<file path="config.mk">
export PLATFORM = sky130hd
export DESIGN_NAME = radio_sleep_mode_control
export DESIGN_NICKNAME = d
export VERILOG_FILES = /design/src/inc/sleep_ctl_pkg.sv /design/src/rtl/tick_gen.sv /design/src/rtl/period_timer.sv /design/src/rtl/radio_sleep_mode_control.sv
export SDC_FILE = /design/constraint.sdc
export NUM_CORES = 1
export LEC_CHECK = 0
export BUFFER_PORTS_ARGS = -buffer_cell sky130_fd_sc_hd__buf_2
export CORE_MARGIN = 2
export CORE_UTILIZATION = 50
export CTS_BUF_LIST = sky130_fd_sc_hd__clkbuf_16
export DETAILED_ROUTE_END_ITERATION = 12
export PLACE_DENSITY_LB_ADDON = 0.08
export SKIP_LAST_GASP = 1
export SYNTH_ARGS = -nofsm -noshare
export SYNTH_HDL_FRONTEND = slang
export SYNTH_HIERARCHICAL = 1
export SYNTH_SLANG_ARGS = --single-unit
</file>
<file path="constraint.sdc">
create_clock -name pclk -period 5.3 [get_ports pclk]
set_input_delay 0.265 -clock pclk [delete_from_list [all_inputs] [get_ports pclk]]
set_output_delay 0.265 -clock pclk [all_outputs]
set_load 0.01 [all_outputs]
</file>
<file path="src/inc/sleep_ctl_pkg.sv">
`default_nettype none
package sleep_ctl_pkg;

  // Register byte addresses
  localparam logic [7:0] ADDR_MODE      = 8'h00;
  localparam logic [7:0] ADDR_OPTIONS   = 8'h04;
  localparam logic [7:0] ADDR_SLEEP_PER = 8'h08;
  localparam logic [7:0] ADDR_WAKE_PER  = 8'h0C;
  localparam logic [7:0] ADDR_RATE      = 8'h10;
  localparam logic [7:0] ADDR_STATUS    = 8'h14;
  localparam logic [7:0] ADDR_IRQ_STAT  = 8'h18;
  localparam logic [7:0] ADDR_IRQ_MASK  = 8'h1C;

  // Mode codes
  localparam logic [3:0] MODE_AWAKE     = 4'h0;
  localparam logic [3:0] MODE_PIN       = 4'h1;
  localparam logic [3:0] MODE_CYCLIC    = 4'h4;
  localparam logic [3:0] MODE_CYC_PIN   = 4'h5;
  localparam logic [3:0] MODE_SUPPORT   = 4'h7;
  localparam logic [3:0] MODE_SYNC      = 4'h8;

  // Option bit positions
  localparam int OPT_PREF_COORD = 0;
  localparam int OPT_NON_COORD  = 1;
  localparam int OPT_STATUS_MSG = 2;
  localparam int OPT_NO_EARLY   = 3;
  localparam int OPT_EQUALITY   = 4;
  localparam int OPT_NO_DEPLOY  = 5;
  localparam int OPT_FULL_WAKE  = 8;

  localparam logic [8:0]  OPTIONS_MAX   = 9'h13E;
  localparam logic [8:0]  OPTIONS_RST   = 9'h002;
  localparam logic [3:0]  MODE_RST      = 4'h0;
  localparam logic [21:0] SLEEP_PER_MIN = 22'h000001;
  localparam logic [21:0] SLEEP_PER_MAX = 22'h15F900;
  localparam logic [21:0] SLEEP_PER_RST = 22'h00012C;
  localparam logic [21:0] WAKE_PER_MIN  = 22'h000001;
  localparam logic [21:0] WAKE_PER_MAX  = 22'h36EE80;
  localparam logic [21:0] WAKE_PER_RST  = 22'h000D08;
  localparam logic [7:0]  RATE_RST      = 8'h01;

  // Timebase
  localparam int CLK_HZ      = 20_000_000;
  localparam int TICK_1MS_US = 1000;
  localparam int TICK_1MS_CYC = CLK_HZ / 1_000_000 * TICK_1MS_US;
  localparam int TICKS_PER_10MS = 10;

  // Interrupt bits
  localparam int IRQ_SLEEP = 0;
  localparam int IRQ_WAKE  = 1;
  localparam int IRQ_REJ   = 2;
  localparam int IRQ_W     = 3;

endpackage : sleep_ctl_pkg
`default_nettype wire

</file>
<file path="src/rtl/tick_gen.sv">
`timescale 1ns/1ps
`default_nettype none
module tick_gen #(
  parameter int CYC = 20000
) (
  input  wire logic pclk,
  input  wire logic presetn,
  output logic      tick_1ms,
  output logic      tick_10ms
);
  typedef struct packed {
    logic [15:0] cyc;
    logic [3:0]  ms;
    logic        t1;
    logic        t10;
  } tick_st_t;

  tick_st_t st_r;
  tick_st_t st_nxt;

  always_comb begin
    st_nxt     = st_r;
    st_nxt.t1  = 1'b0;
    st_nxt.t10 = 1'b0;
    if (st_r.cyc == 16'(CYC - 1)) begin
      st_nxt.cyc = '0;
      st_nxt.t1  = 1'b1;
      if (st_r.ms == 4'(sleep_ctl_pkg::TICKS_PER_10MS - 1)) begin
        st_nxt.ms  = '0;
        st_nxt.t10 = 1'b1;
      end else begin
        st_nxt.ms = st_r.ms + 4'h1;
      end
    end else begin
      st_nxt.cyc = st_r.cyc + 16'h0001;
    end
  end

  always_ff @(posedge pclk or negedge presetn) begin
    if (!presetn) begin
      st_r <= '0;
    end else begin
      st_r <= st_nxt;
    end
  end

  assign tick_1ms  = st_r.t1;
  assign tick_10ms = st_r.t10;
endmodule : tick_gen
`default_nettype wire

</file>
<file path="src/rtl/period_timer.sv">
`timescale 1ns/1ps
`default_nettype none
module period_timer #(
  parameter int W = 22
) (
  input  wire logic         pclk,
  input  wire logic         presetn,
  input  wire logic         load,
  input  wire logic [W-1:0] count,
  input  wire logic         tick,
  output logic              done
);
  typedef struct packed {
    logic [W-1:0] left;
    logic         run;
    logic         done;
  } tmr_st_t;

  tmr_st_t st_r;
  tmr_st_t st_nxt;

  always_comb begin
    st_nxt      = st_r;
    st_nxt.done = 1'b0;
    if (load) begin
      st_nxt.left = count;
      st_nxt.run  = 1'b1;
    end else if (st_r.run && tick) begin
      if (st_r.left <= W'(1)) begin
        st_nxt.run  = 1'b0;
        st_nxt.done = 1'b1;
      end else begin
        st_nxt.left = st_r.left - W'(1);
      end
    end
  end

  always_ff @(posedge pclk or negedge presetn) begin
    if (!presetn) begin
      st_r <= '0;
    end else begin
      st_r <= st_nxt;
    end
  end

  assign done = st_r.done;
endmodule : period_timer
`default_nettype wire

</file>
<file path="src/rtl/radio_sleep_mode_control.sv">
// The APB register port and the placing of the registers were decided locally.
`timescale 1ns/1ps
`default_nettype none
module radio_sleep_mode_control #(
  parameter int TICK_CYC = sleep_ctl_pkg::TICK_1MS_CYC,
  parameter int CHECK_MS = 1
) (
  input  wire logic        pclk,
  input  wire logic        presetn,
  input  wire logic        psel,
  input  wire logic        penable,
  input  wire logic        pwrite,
  input  wire logic [7:0]  paddr,
  input  wire logic [31:0] pwdata,
  output logic [31:0]      prdata,
  output logic             pready,
  output logic             pslverr,
  input  wire logic        sleep_request_pin,
  input  wire logic        activity,
  input  wire logic        net_sync_wake,
  output logic             asleep,
  output logic             coordinator,
  output logic             status_msg_en,
  output logic             early_wake_en,
  output logic             node_equality,
  output logic             deploy_en,
  output logic             irq
);
  typedef enum logic [1:0] {
    ST_AWAKE,
    ST_SLEEP,
    ST_CHECK,
    ST_HOLD
  } phase_t;

  typedef struct packed {
    logic [3:0]  mode;
    logic [8:0]  opts;
    logic [21:0] sleep_per;
    logic [21:0] wake_per;
    logic [7:0]  rate;
    logic [2:0]  irq_stat;
    logic [2:0]  irq_mask;
    phase_t      phase;
    logic        asleep;
    logic        coord;
    logic        smsg;
    logic        early;
    logic        equal;
    logic        deploy;
    logic        irq;
    logic [31:0] prdata;
    logic        pslverr;
  } ctl_st_t;

  ctl_st_t st_r;
  ctl_st_t st_nxt;

  logic        tick_1ms;
  logic        tick_10ms;
  logic        sleep_done;
  logic        wake_done;
  logic        sleep_load;
  logic        wake_load;
  logic        wr;
  logic        rd;
  logic        mode_ok;
  logic        opts_ok;
  logic        val_ok;
  logic [3:0]  new_mode;
  logic [21:0] wake_cnt;
  logic        sync_mode;
  logic        async_cyc;
  logic        ev_sleep;
  logic        ev_wake;
  logic        ev_rej;

  tick_gen #(
    .CYC (TICK_CYC)
  ) u_tick (
    .pclk      (pclk),
    .presetn   (presetn),
    .tick_1ms  (tick_1ms),
    .tick_10ms (tick_10ms)
  );

  period_timer #(
    .W (22)
  ) u_sleep_tmr (
    .pclk    (pclk),
    .presetn (presetn),
    .load    (sleep_load),
    .count   (st_r.sleep_per),
    .tick    (tick_10ms),
    .done    (sleep_done)
  );

  period_timer #(
    .W (22)
  ) u_wake_tmr (
    .pclk    (pclk),
    .presetn (presetn),
    .load    (wake_load),
    .count   (wake_cnt),
    .tick    (tick_1ms),
    .done    (wake_done)
  );

  assign wr = psel && penable && pwrite;
  assign rd = psel && penable && !pwrite;
  assign new_mode = pwdata[3:0];

  // Mode legality
  always_comb begin
    mode_ok = 1'b0;
    if (pwdata[31:4] == '0) begin
      unique case (new_mode)
        sleep_ctl_pkg::MODE_AWAKE,
        sleep_ctl_pkg::MODE_PIN,
        sleep_ctl_pkg::MODE_CYCLIC,
        sleep_ctl_pkg::MODE_CYC_PIN,
        sleep_ctl_pkg::MODE_SUPPORT: mode_ok = 1'b1;
        sleep_ctl_pkg::MODE_SYNC:    mode_ok = 1'b1;
        default:                     mode_ok = 1'b0;
      endcase
      if ((new_mode == sleep_ctl_pkg::MODE_SUPPORT ||
           new_mode == sleep_ctl_pkg::MODE_SYNC) &&
          st_r.rate == 8'h00) begin
        mode_ok = 1'b0;
      end
    end
  end

  assign opts_ok = (pwdata[31:9] == '0) &&
                   (pwdata[8:0] <= sleep_ctl_pkg::OPTIONS_MAX) &&
                   !(pwdata[sleep_ctl_pkg::OPT_PREF_COORD] &&
                     pwdata[sleep_ctl_pkg::OPT_NON_COORD]);

  // Write legality per register
  always_comb begin
    unique case (paddr)
      sleep_ctl_pkg::ADDR_MODE:      val_ok = mode_ok;
      sleep_ctl_pkg::ADDR_OPTIONS:   val_ok = opts_ok;
      sleep_ctl_pkg::ADDR_SLEEP_PER:
        val_ok = pwdata[31:22] == '0 &&
                 pwdata[21:0] >= sleep_ctl_pkg::SLEEP_PER_MIN &&
                 pwdata[21:0] <= sleep_ctl_pkg::SLEEP_PER_MAX;
      sleep_ctl_pkg::ADDR_WAKE_PER:
        val_ok = pwdata[31:22] == '0 &&
                 pwdata[21:0] >= sleep_ctl_pkg::WAKE_PER_MIN &&
                 pwdata[21:0] <= sleep_ctl_pkg::WAKE_PER_MAX;
      sleep_ctl_pkg::ADDR_RATE:
        // Rate 0 would strand a synchronous mode
        val_ok = pwdata[31:8] == '0 &&
                 !(pwdata[7:0] == 8'h00 &&
                   (st_r.mode == sleep_ctl_pkg::MODE_SUPPORT ||
                    st_r.mode == sleep_ctl_pkg::MODE_SYNC));
      sleep_ctl_pkg::ADDR_IRQ_STAT,
      sleep_ctl_pkg::ADDR_IRQ_MASK:  val_ok = 1'b1;
      default:                       val_ok = 1'b0;
    endcase
  end

  assign sync_mode = st_r.mode == sleep_ctl_pkg::MODE_SYNC;
  assign async_cyc = st_r.mode == sleep_ctl_pkg::MODE_CYCLIC ||
                     st_r.mode == sleep_ctl_pkg::MODE_CYC_PIN;

  // Brief check window unless full wake is requested or the mode is synchronous
  assign wake_cnt = (st_r.phase == ST_SLEEP && !sync_mode &&
                     !st_r.opts[sleep_ctl_pkg::OPT_FULL_WAKE])
                    ? 22'(CHECK_MS) : st_r.wake_per;

  // Sequencer
  always_comb begin
    st_nxt     = st_r;
    sleep_load = 1'b0;
    wake_load  = 1'b0;
    ev_sleep   = 1'b0;
    ev_wake    = 1'b0;
    unique case (st_r.mode)
      sleep_ctl_pkg::MODE_PIN: begin
        st_nxt.phase = sleep_request_pin ? ST_SLEEP : ST_AWAKE;
      end
      sleep_ctl_pkg::MODE_CYCLIC,
      sleep_ctl_pkg::MODE_CYC_PIN,
      sleep_ctl_pkg::MODE_SYNC: begin
        if (st_r.mode == sleep_ctl_pkg::MODE_CYC_PIN &&
            !sleep_request_pin) begin
          st_nxt.phase = ST_AWAKE;
        end else begin
          unique case (st_r.phase)
            ST_AWAKE: begin
              st_nxt.phase = ST_SLEEP;
              sleep_load   = 1'b1;
            end
            ST_SLEEP: begin
              if (sleep_done || (sync_mode && net_sync_wake &&
                  !st_r.opts[sleep_ctl_pkg::OPT_NO_EARLY])) begin
                st_nxt.phase = async_cyc ? ST_CHECK : ST_HOLD;
                wake_load    = 1'b1;
              end
            end
            ST_CHECK: begin
              if (activity) begin
                st_nxt.phase = ST_HOLD;
                wake_load    = 1'b1;
              end else if (wake_done) begin
                st_nxt.phase = ST_SLEEP;
                sleep_load   = 1'b1;
              end
            end
            ST_HOLD: begin
              if (async_cyc && activity) begin
                wake_load = 1'b1;
              end else if (wake_done) begin
                st_nxt.phase = ST_SLEEP;
                sleep_load   = 1'b1;
              end
            end
          endcase
        end
      end
      default: begin
        st_nxt.phase = ST_AWAKE;
      end
    endcase
    st_nxt.asleep = st_nxt.phase == ST_SLEEP;
    ev_sleep = st_nxt.asleep && !st_r.asleep;
    ev_wake  = !st_nxt.asleep && st_r.asleep;

    // Option-driven roles, meaningful in synchronous modes
    st_nxt.coord  = (sync_mode || st_r.mode == sleep_ctl_pkg::MODE_SUPPORT)
                    && st_r.opts[sleep_ctl_pkg::OPT_PREF_COORD];
    if (st_r.opts[sleep_ctl_pkg::OPT_NON_COORD]) begin
      st_nxt.coord = 1'b0;
    end
    st_nxt.smsg   = st_r.opts[sleep_ctl_pkg::OPT_STATUS_MSG];
    st_nxt.early  = !st_r.opts[sleep_ctl_pkg::OPT_NO_EARLY];
    st_nxt.equal  = st_r.opts[sleep_ctl_pkg::OPT_EQUALITY];
    st_nxt.deploy = st_nxt.coord &&
                    !st_r.opts[sleep_ctl_pkg::OPT_NO_DEPLOY];

    // Bus access, zero wait states
    ev_rej          = wr && !val_ok;
    st_nxt.pslverr  = psel && !penable && !(pwrite ? val_ok :
                      (paddr <= sleep_ctl_pkg::ADDR_IRQ_MASK &&
                       paddr[1:0] == 2'b00));
    st_nxt.prdata   = '0;
    if (psel && !penable && !pwrite) begin
      unique case (paddr)
        sleep_ctl_pkg::ADDR_MODE:      st_nxt.prdata = 32'(st_r.mode);
        sleep_ctl_pkg::ADDR_OPTIONS:   st_nxt.prdata = 32'(st_r.opts);
        sleep_ctl_pkg::ADDR_SLEEP_PER: st_nxt.prdata = 32'(st_r.sleep_per);
        sleep_ctl_pkg::ADDR_WAKE_PER:  st_nxt.prdata = 32'(st_r.wake_per);
        sleep_ctl_pkg::ADDR_RATE:      st_nxt.prdata = 32'(st_r.rate);
        sleep_ctl_pkg::ADDR_STATUS:
          st_nxt.prdata = 32'({st_r.coord, st_r.phase, st_r.asleep});
        sleep_ctl_pkg::ADDR_IRQ_STAT:  st_nxt.prdata = 32'(st_r.irq_stat);
        sleep_ctl_pkg::ADDR_IRQ_MASK:  st_nxt.prdata = 32'(st_r.irq_mask);
        default:                       st_nxt.prdata = '0;
      endcase
    end
    if (wr && val_ok) begin
      unique case (paddr)
        sleep_ctl_pkg::ADDR_MODE:      st_nxt.mode = new_mode;
        sleep_ctl_pkg::ADDR_OPTIONS:   st_nxt.opts = pwdata[8:0];
        sleep_ctl_pkg::ADDR_SLEEP_PER: st_nxt.sleep_per = pwdata[21:0];
        sleep_ctl_pkg::ADDR_WAKE_PER:  st_nxt.wake_per = pwdata[21:0];
        sleep_ctl_pkg::ADDR_RATE:      st_nxt.rate = pwdata[7:0];
        sleep_ctl_pkg::ADDR_IRQ_STAT:
          st_nxt.irq_stat = st_r.irq_stat & ~pwdata[2:0];
        sleep_ctl_pkg::ADDR_IRQ_MASK:  st_nxt.irq_mask = pwdata[2:0];
        default:                       st_nxt.mode = st_r.mode;
      endcase
    end
    // Set after clear so a same-cycle event survives
    st_nxt.irq_stat = st_nxt.irq_stat | {ev_rej, ev_wake, ev_sleep};
    st_nxt.irq = |(st_nxt.irq_stat & st_nxt.irq_mask);
  end

  always_ff @(posedge pclk or negedge presetn) begin
    if (!presetn) begin
      st_r           <= '0;
      st_r.mode      <= sleep_ctl_pkg::MODE_RST;
      st_r.opts      <= sleep_ctl_pkg::OPTIONS_RST;
      st_r.sleep_per <= sleep_ctl_pkg::SLEEP_PER_RST;
      st_r.wake_per  <= sleep_ctl_pkg::WAKE_PER_RST;
      st_r.rate      <= sleep_ctl_pkg::RATE_RST;
      st_r.early     <= 1'b1;
    end else begin
      st_r <= st_nxt;
    end
  end

  assign prdata        = st_r.prdata;
  assign pslverr       = st_r.pslverr;
  assign pready        = 1'b1;
  assign asleep        = st_r.asleep;
  assign coordinator   = st_r.coord;
  assign status_msg_en = st_r.smsg;
  assign early_wake_en = st_r.early;
  assign node_equality = st_r.equal;
  assign deploy_en     = st_r.deploy;
  assign irq           = st_r.irq;
endmodule : radio_sleep_mode_control
`default_nettype wire

</file>
== Word level (Yosys, flattened, before mapping) ==
Cells that the tools add are included.

* Memory bits (read-only): 0
* Bits in latches: 0
* Bits in registers: 183
* Logic and storage cells: 187
* Bits of input ports: 48
* Memory bits (writable): 0
* Memories: 0

* Reductions and logical operators: 73
* $mul: 0
* Order comparisons: 7
* Divide/modulo/power cells: 0
* Shift operators: 0
* Add/subtract/negate cells: 4
* Mux-type cells: 47
* Bitwise gates (word level): 4
* Equal/unequal tests: 25

{| class="wikitable"
|+ Operators by type and width
! cell !! number
|-
| 22-bit one-hot mux with 8 select lines || 1
|-
| 22-bit 2-to-1 mux || 4
|-
| 24-bit 2-to-1 mux || 2
|-
| 23-bit 2-to-1 mux || 2
|-
| 22-bit by 1-bit <= comparator with 1-bit output (second input constant) || 2
|-
| 22-bit by 1-bit subtractor with 22-bit output (second input constant) || 2
|-
| 8-bit by 5-bit equality test with 1-bit output (second input constant) || 4
|-
| 1-bit logical AND || 29
|-
| 28-bit zero test || 1
|-
| 4-bit by 3-bit equality test with 1-bit output (second input constant) || 6
|-
| 24-bit zero test || 1
|-
| 8-bit zero test || 3
|-
| 23-bit zero test || 1
|-
| 22-bit by 1-bit greater-or-equal comparator with 1-bit output (second input constant) || 1
|-
| 22-bit by 21-bit <= comparator with 1-bit output (second input constant) || 1
|-
| 22-bit <= comparator (second input constant) || 1
|-
| 1-bit 2-to-1 mux || 20
|-
| 2-bit AND reduction || 9
|-
| 16-bit by 1-bit adder with 16-bit output (second input constant) || 1
|-
| 16-bit by 15-bit equality test with 1-bit output (second input constant) || 1
|-
| 8-bit by 4-bit equality test with 1-bit output (second input constant) || 2
|-
| 16-bit 2-to-1 mux || 1
|-
| 2-bit 2-to-1 mux || 8
|-
| 1-bit zero test || 13
|-
| 28 further kinds || 44
|}

== Longest topological paths before layout ==
* Depth after elaboration: 14
* Mapped depth: 13
* Mapped depth without buffers: 9

== Cells and area by module ==
The synthesis kept the hierarchy.

{| class="wikitable"
|+ Modules (own cells, without submodules)
! module !! instances !! seq. area each (µm²) !! area an instance (µm²) !! cells an instance
|-
| radio_sleep_mode_control || 1 || 2,591.2 || 5,271.3 || 457
|-
| period_timer || 2 || 600.6 || 1,594.0 || 185
|-
| tick_gen || 1 || 550.5 || 978.4 || 85
|}

== Worst setup path after synthesis ==
Ideal clock, no wire load.

* Kind: register -> register
* From: reg, netlist name st_r[110]
* To: reg u_wake_tmr/st_r[10] (netlist bit)
* Cell stages (with the launch flop): 13
* Arrival time: 2.377 ns
* Slack: 2.802 ns
* Path buffers: 4
* Data required time: 5.179 ns
* Period minus slack after synthesis: 2.498 ns
* Cell sequence: dfrtp_1 > clkbuf_1 > nor3b_1 > nand2b_1 > and3_1 > o21a_1 > buf_4 > o21ba_1 > nand4_1 > or3_1 > buf_4 > buf_8 > a22o_1

{| class="wikitable"
|+ RTL lines
! item !! line !! source
|-
| to (signal assigned) || period_timer.sv:42 || <nowiki>st_r <= st_nxt;</nowiki>
|-
| to (decl) || period_timer.sv:19 || <nowiki>tmr_st_t st_r;</nowiki>
|}

==> flow_metrics.env <==
export IMPL_outcome="completed"
export IMPL_yosysTopAreaCell="dfrtp_1"
export IMPL_dp_slack_ns=2.02
export IMPL_diodes=0
export IMPL_fill_cells=1698
export IMPL_root_buffer="clkbuf_16"
export IMPL_cpPeakStageDelay_ns=0.64
export IMPL_initial_core_util_pct=50.6
export IMPL_drt_drc_violations_left=0
export IMPL_regArea_um2=4340
export IMPL_setup_viol=0
export IMPL_cts_buffers=17
export IMPL_relSlewSlack_pct=28.3
export IMPL_ir_drop_v=0.000194
export IMPL_grt_first_pass_wirelength_um=38800
export IMPL_cellLeakagePower_nw=4.49
export IMPL_via_per_inst=6.08
export IMPL_layout_drive_gt1_share_pct=23.3
export IMPL_ant_nets=0
export IMPL_critPathBufInv=1
export IMPL_timing_final_hold_violations=0
export IMPL_die_w_um=141
export IMPL_io_pins=89
export IMPL_ys_warnings_count=6
export IMPL_crit_type="reg -> reg"
export IMPL_rows=50
export IMPL_drt_first_pass_iters=6
export IMPL_grt_max_degree=68
export IMPL_syn_avg_cell_area_um2=10.3
export IMPL_fin_crit_ns=3.39
export IMPL_slowest_stage="nor4b_1"
export IMPL_maxCapViolCount=0
export IMPL_area_growth_pct=8.70
export IMPL_power_density_nw_per_um2=259
export IMPL_endpoint_kind="flop"
export IMPL_synth_edf_count=0
export IMPL_crit_arrival_ns=3.69
export IMPL_worst_setup_path_start_kind="flop"
export IMPL_port_buffers=77
export IMPL_clock_path_buffers=2
export IMPL_fin_ws_ns=1.91
export IMPL_path_clk_slew_ns=0.07
export IMPL_gp_congestion=0.896
export IMPL_fin_crit_sh_pct=63.9
export IMPL_synth_seq_cells=173
export IMPL_hp_class="in -> reg"
export IMPL_synth_most_common_cell="dfrtp_1"
export IMPL_dp_hpwl_um=17000
export IMPL_max_freq_mhz=295
export IMPL_yosys_top_cells_count="162 x dfrtp_1, 84 x nor2_1, 63 x mux2_2, 45 x nand2_1, 39 x buf_4"
export IMPL_yosysTopAreaCellShare_pct=43.0
export IMPL_synth_async_sr_flop_share_pct=100
export IMPL_skew_ns=0.00957
export IMPL_tns_ns=0
export IMPL_synth_seq_area_share_pct=46.0
export IMPL_multi_input_area_um2=4510
export IMPL_synthFlopType="dfrtp_1"
export IMPL_cts_max_level=4
export IMPL_rsz0062_at_grt="false"
export IMPL_synthDistinctLibCells=87
export IMPL_worst_hold_slack_ns=0.0425
export IMPL_syn_area_um2=9440
export IMPL_die_y_um=141
export IMPL_fin_nets=999
export IMPL_cts_sinks=173
export IMPL_routed_wl_um=24100
export IMPL_cts_tree="yes"
export IMPL_dieArea_um2=20000
export IMPL_slew_violations=0
export IMPL_path_cells="nor4b_1, a31oi_1, nor2_1, o21a_1, buf_4, o21ba_1, nand4_1, or3_1, o21ai_2, o2bb2ai_1"
export IMPL_grt_overflow_total=0
export IMPL_cp_max_fo=37
export IMPL_worst_pin_slew_ns=1.07
export IMPL_antenna_found_initial=0
export IMPL_routedWlPerCell_um=20.2
export IMPL_core_um2=18600
export IMPL_grt_pass1_vias=6993
export IMPL_clk_insertion_delay_late_ns=0.43
export IMPL_gr_usage_all_layers_pct=24.9
export IMPL_postSynthCellCount=912
export IMPL_synthTopCellsByArea="dfrtp_1 43%, mux2_2 7.5%, nor2_1 3.3%"
export IMPL_cp_top_family="simple AND/OR/NAND/NOR gates"
export IMPL_critical_path_required_ns=5.60
export IMPL_drtIter0Drc=575
export IMPL_vias=7255
[report_power, final]
part | switching [mW] | internal [mW]
Combinational | 0.0746 | 0.0265
Clock | 0.566 | 0.664
Sequential | 0.000678 | 1.32
[per-layer routing]
metal | part of all wire [%] | vias up | global-route usage (%)
met1 | 47 | 3579 | 35.3
met3 | 4.5 | 25 | 4.39
met2 | 47 | 231 | 39.6
li1 | - | 3420 | -
met5 | 0 | - | 0
met4 | 1.6 | 0 | 6.58
[path summary, 6_finish.rpt]
check	end	startpoint	cells after the start	slack, ns
max in group asynchronous	st_r[49]$_DFFE_PN0P_	presetn	3	3.63
setup reg to reg	u_wake_tmr/st_r[2]$_DFFE_PN0P_	st_r[110]$_DFFE_PN0P_	10	1.91
hold / removal	pslverr$_DFF_PN0_	penable	2	0.04
setup / recovery	u_wake_tmr/st_r[2]$_DFFE_PN0P_	st_r[110]$_DFFE_PN0P_	10	1.91
min in group asynchronous	u_sleep_tmr/st_r[17]$_DFFE_PN0P_	presetn	2	0.41
hold reg to reg	node_equality$_DFF_PN0_	st_nxt[35]$_DFFE_PN0P_	0	0.40
[per-stage QoR]
stage | instance area [um^2] | instances | utilization, % | total power, mW
after floorplan | 9470 | 921 | - | 1.38
after detailed placement | 9670 | 1160 | 51.9 | 1.45
after CTS | 10300 | 1193 | 55.0 | 2.68
after global placement | 9670 | 1160 | 51.9 | 1.45
final | 10300 | 1193 | 55.0 | 2.65
after global routing | 10300 | 1193 | 55.0 | 2.75
[placed cells by master (no fill, tap or decap), types with 8 or more instances in the layout]
| cell type | instances |
|---|---|
| dfrtp_1 | 162 |
| nor2_1 | 84 |
| buf_2 | 76 |
| mux2_2 | 63 |
| nand2_1 | 45 |
| a21oi_1 | 29 |
| o21ai_1 | 28 |
| inv_1 | 26 |
| and2_1 | 25 |
| nor3_1 | 24 |
| mux2i_1 | 21 |
| nor4_1 | 19 |
| clkbuf_16 | 17 |
| o21ai_0 | 16 |
| nand3_1 | 16 |
| nand4_1 | 14 |
| and3_1 | 12 |
| or3_1 | 12 |
| or4_1 | 11 |
| conb_1 | 11 |
| dfstp_2 | 11 |
| a32oi_1 | 10 |
| a22oi_1 | 10 |
| a31oi_1 | 9 |
| and4_1 | 9 |
| a311oi_1 | 9 |
| nand2b_1 | 8 |
[repair_timing]
action,4_1_cts,5_1_grt
resized for setup,0,0
hold buffers,1,0
buffers inserted,0,0
endpoints found under the hold margin,65,0
[kinds of logic (layout without fill, tap and decap cells)]
| group | after synthesis | in the layout | share of synthesized area, % |
|---|---|---|---|
| AND/OR/NAND/NOR | 345 | 345 | 21.5 |
| buffers and inverters | 104 | 142 | 6.68 |
| AO/OA/AOI/OAI | 179 | 179 | 13.3 |
| flip-flops | 173 | 173 | 46.0 |
| other | 2 | 11 | 0.0796 |
| adder cells (fa/ha/maj) | 5 | 5 | 0.663 |
| XOR/XNOR | 13 | 13 | 1.21 |
| multiplexers | 91 | 91 | 10.6 |
[layout make-up]
cell class / instances / area share, %
clock buffers: 17 / 4.15
clock inverters: 15 / 1.46
inverters: 28 / 1.02
multi-input cells: 644 / 44.0
flip-flops and latches: 173 / 42.3
well taps: 234 / 2.85
repair buffers: 82 / 4.21
[flip-flops by register name, indices dropped and copies added (netlist names), 2 cells and up]
register / flops
u_wake_tmr/st_r: 23
st_nxt: 2
u_sleep_tmr/st_r: 23
st_r: 71
u_tick/st_r: 20
prdata: 22
(Power assumes the default switching activity.)
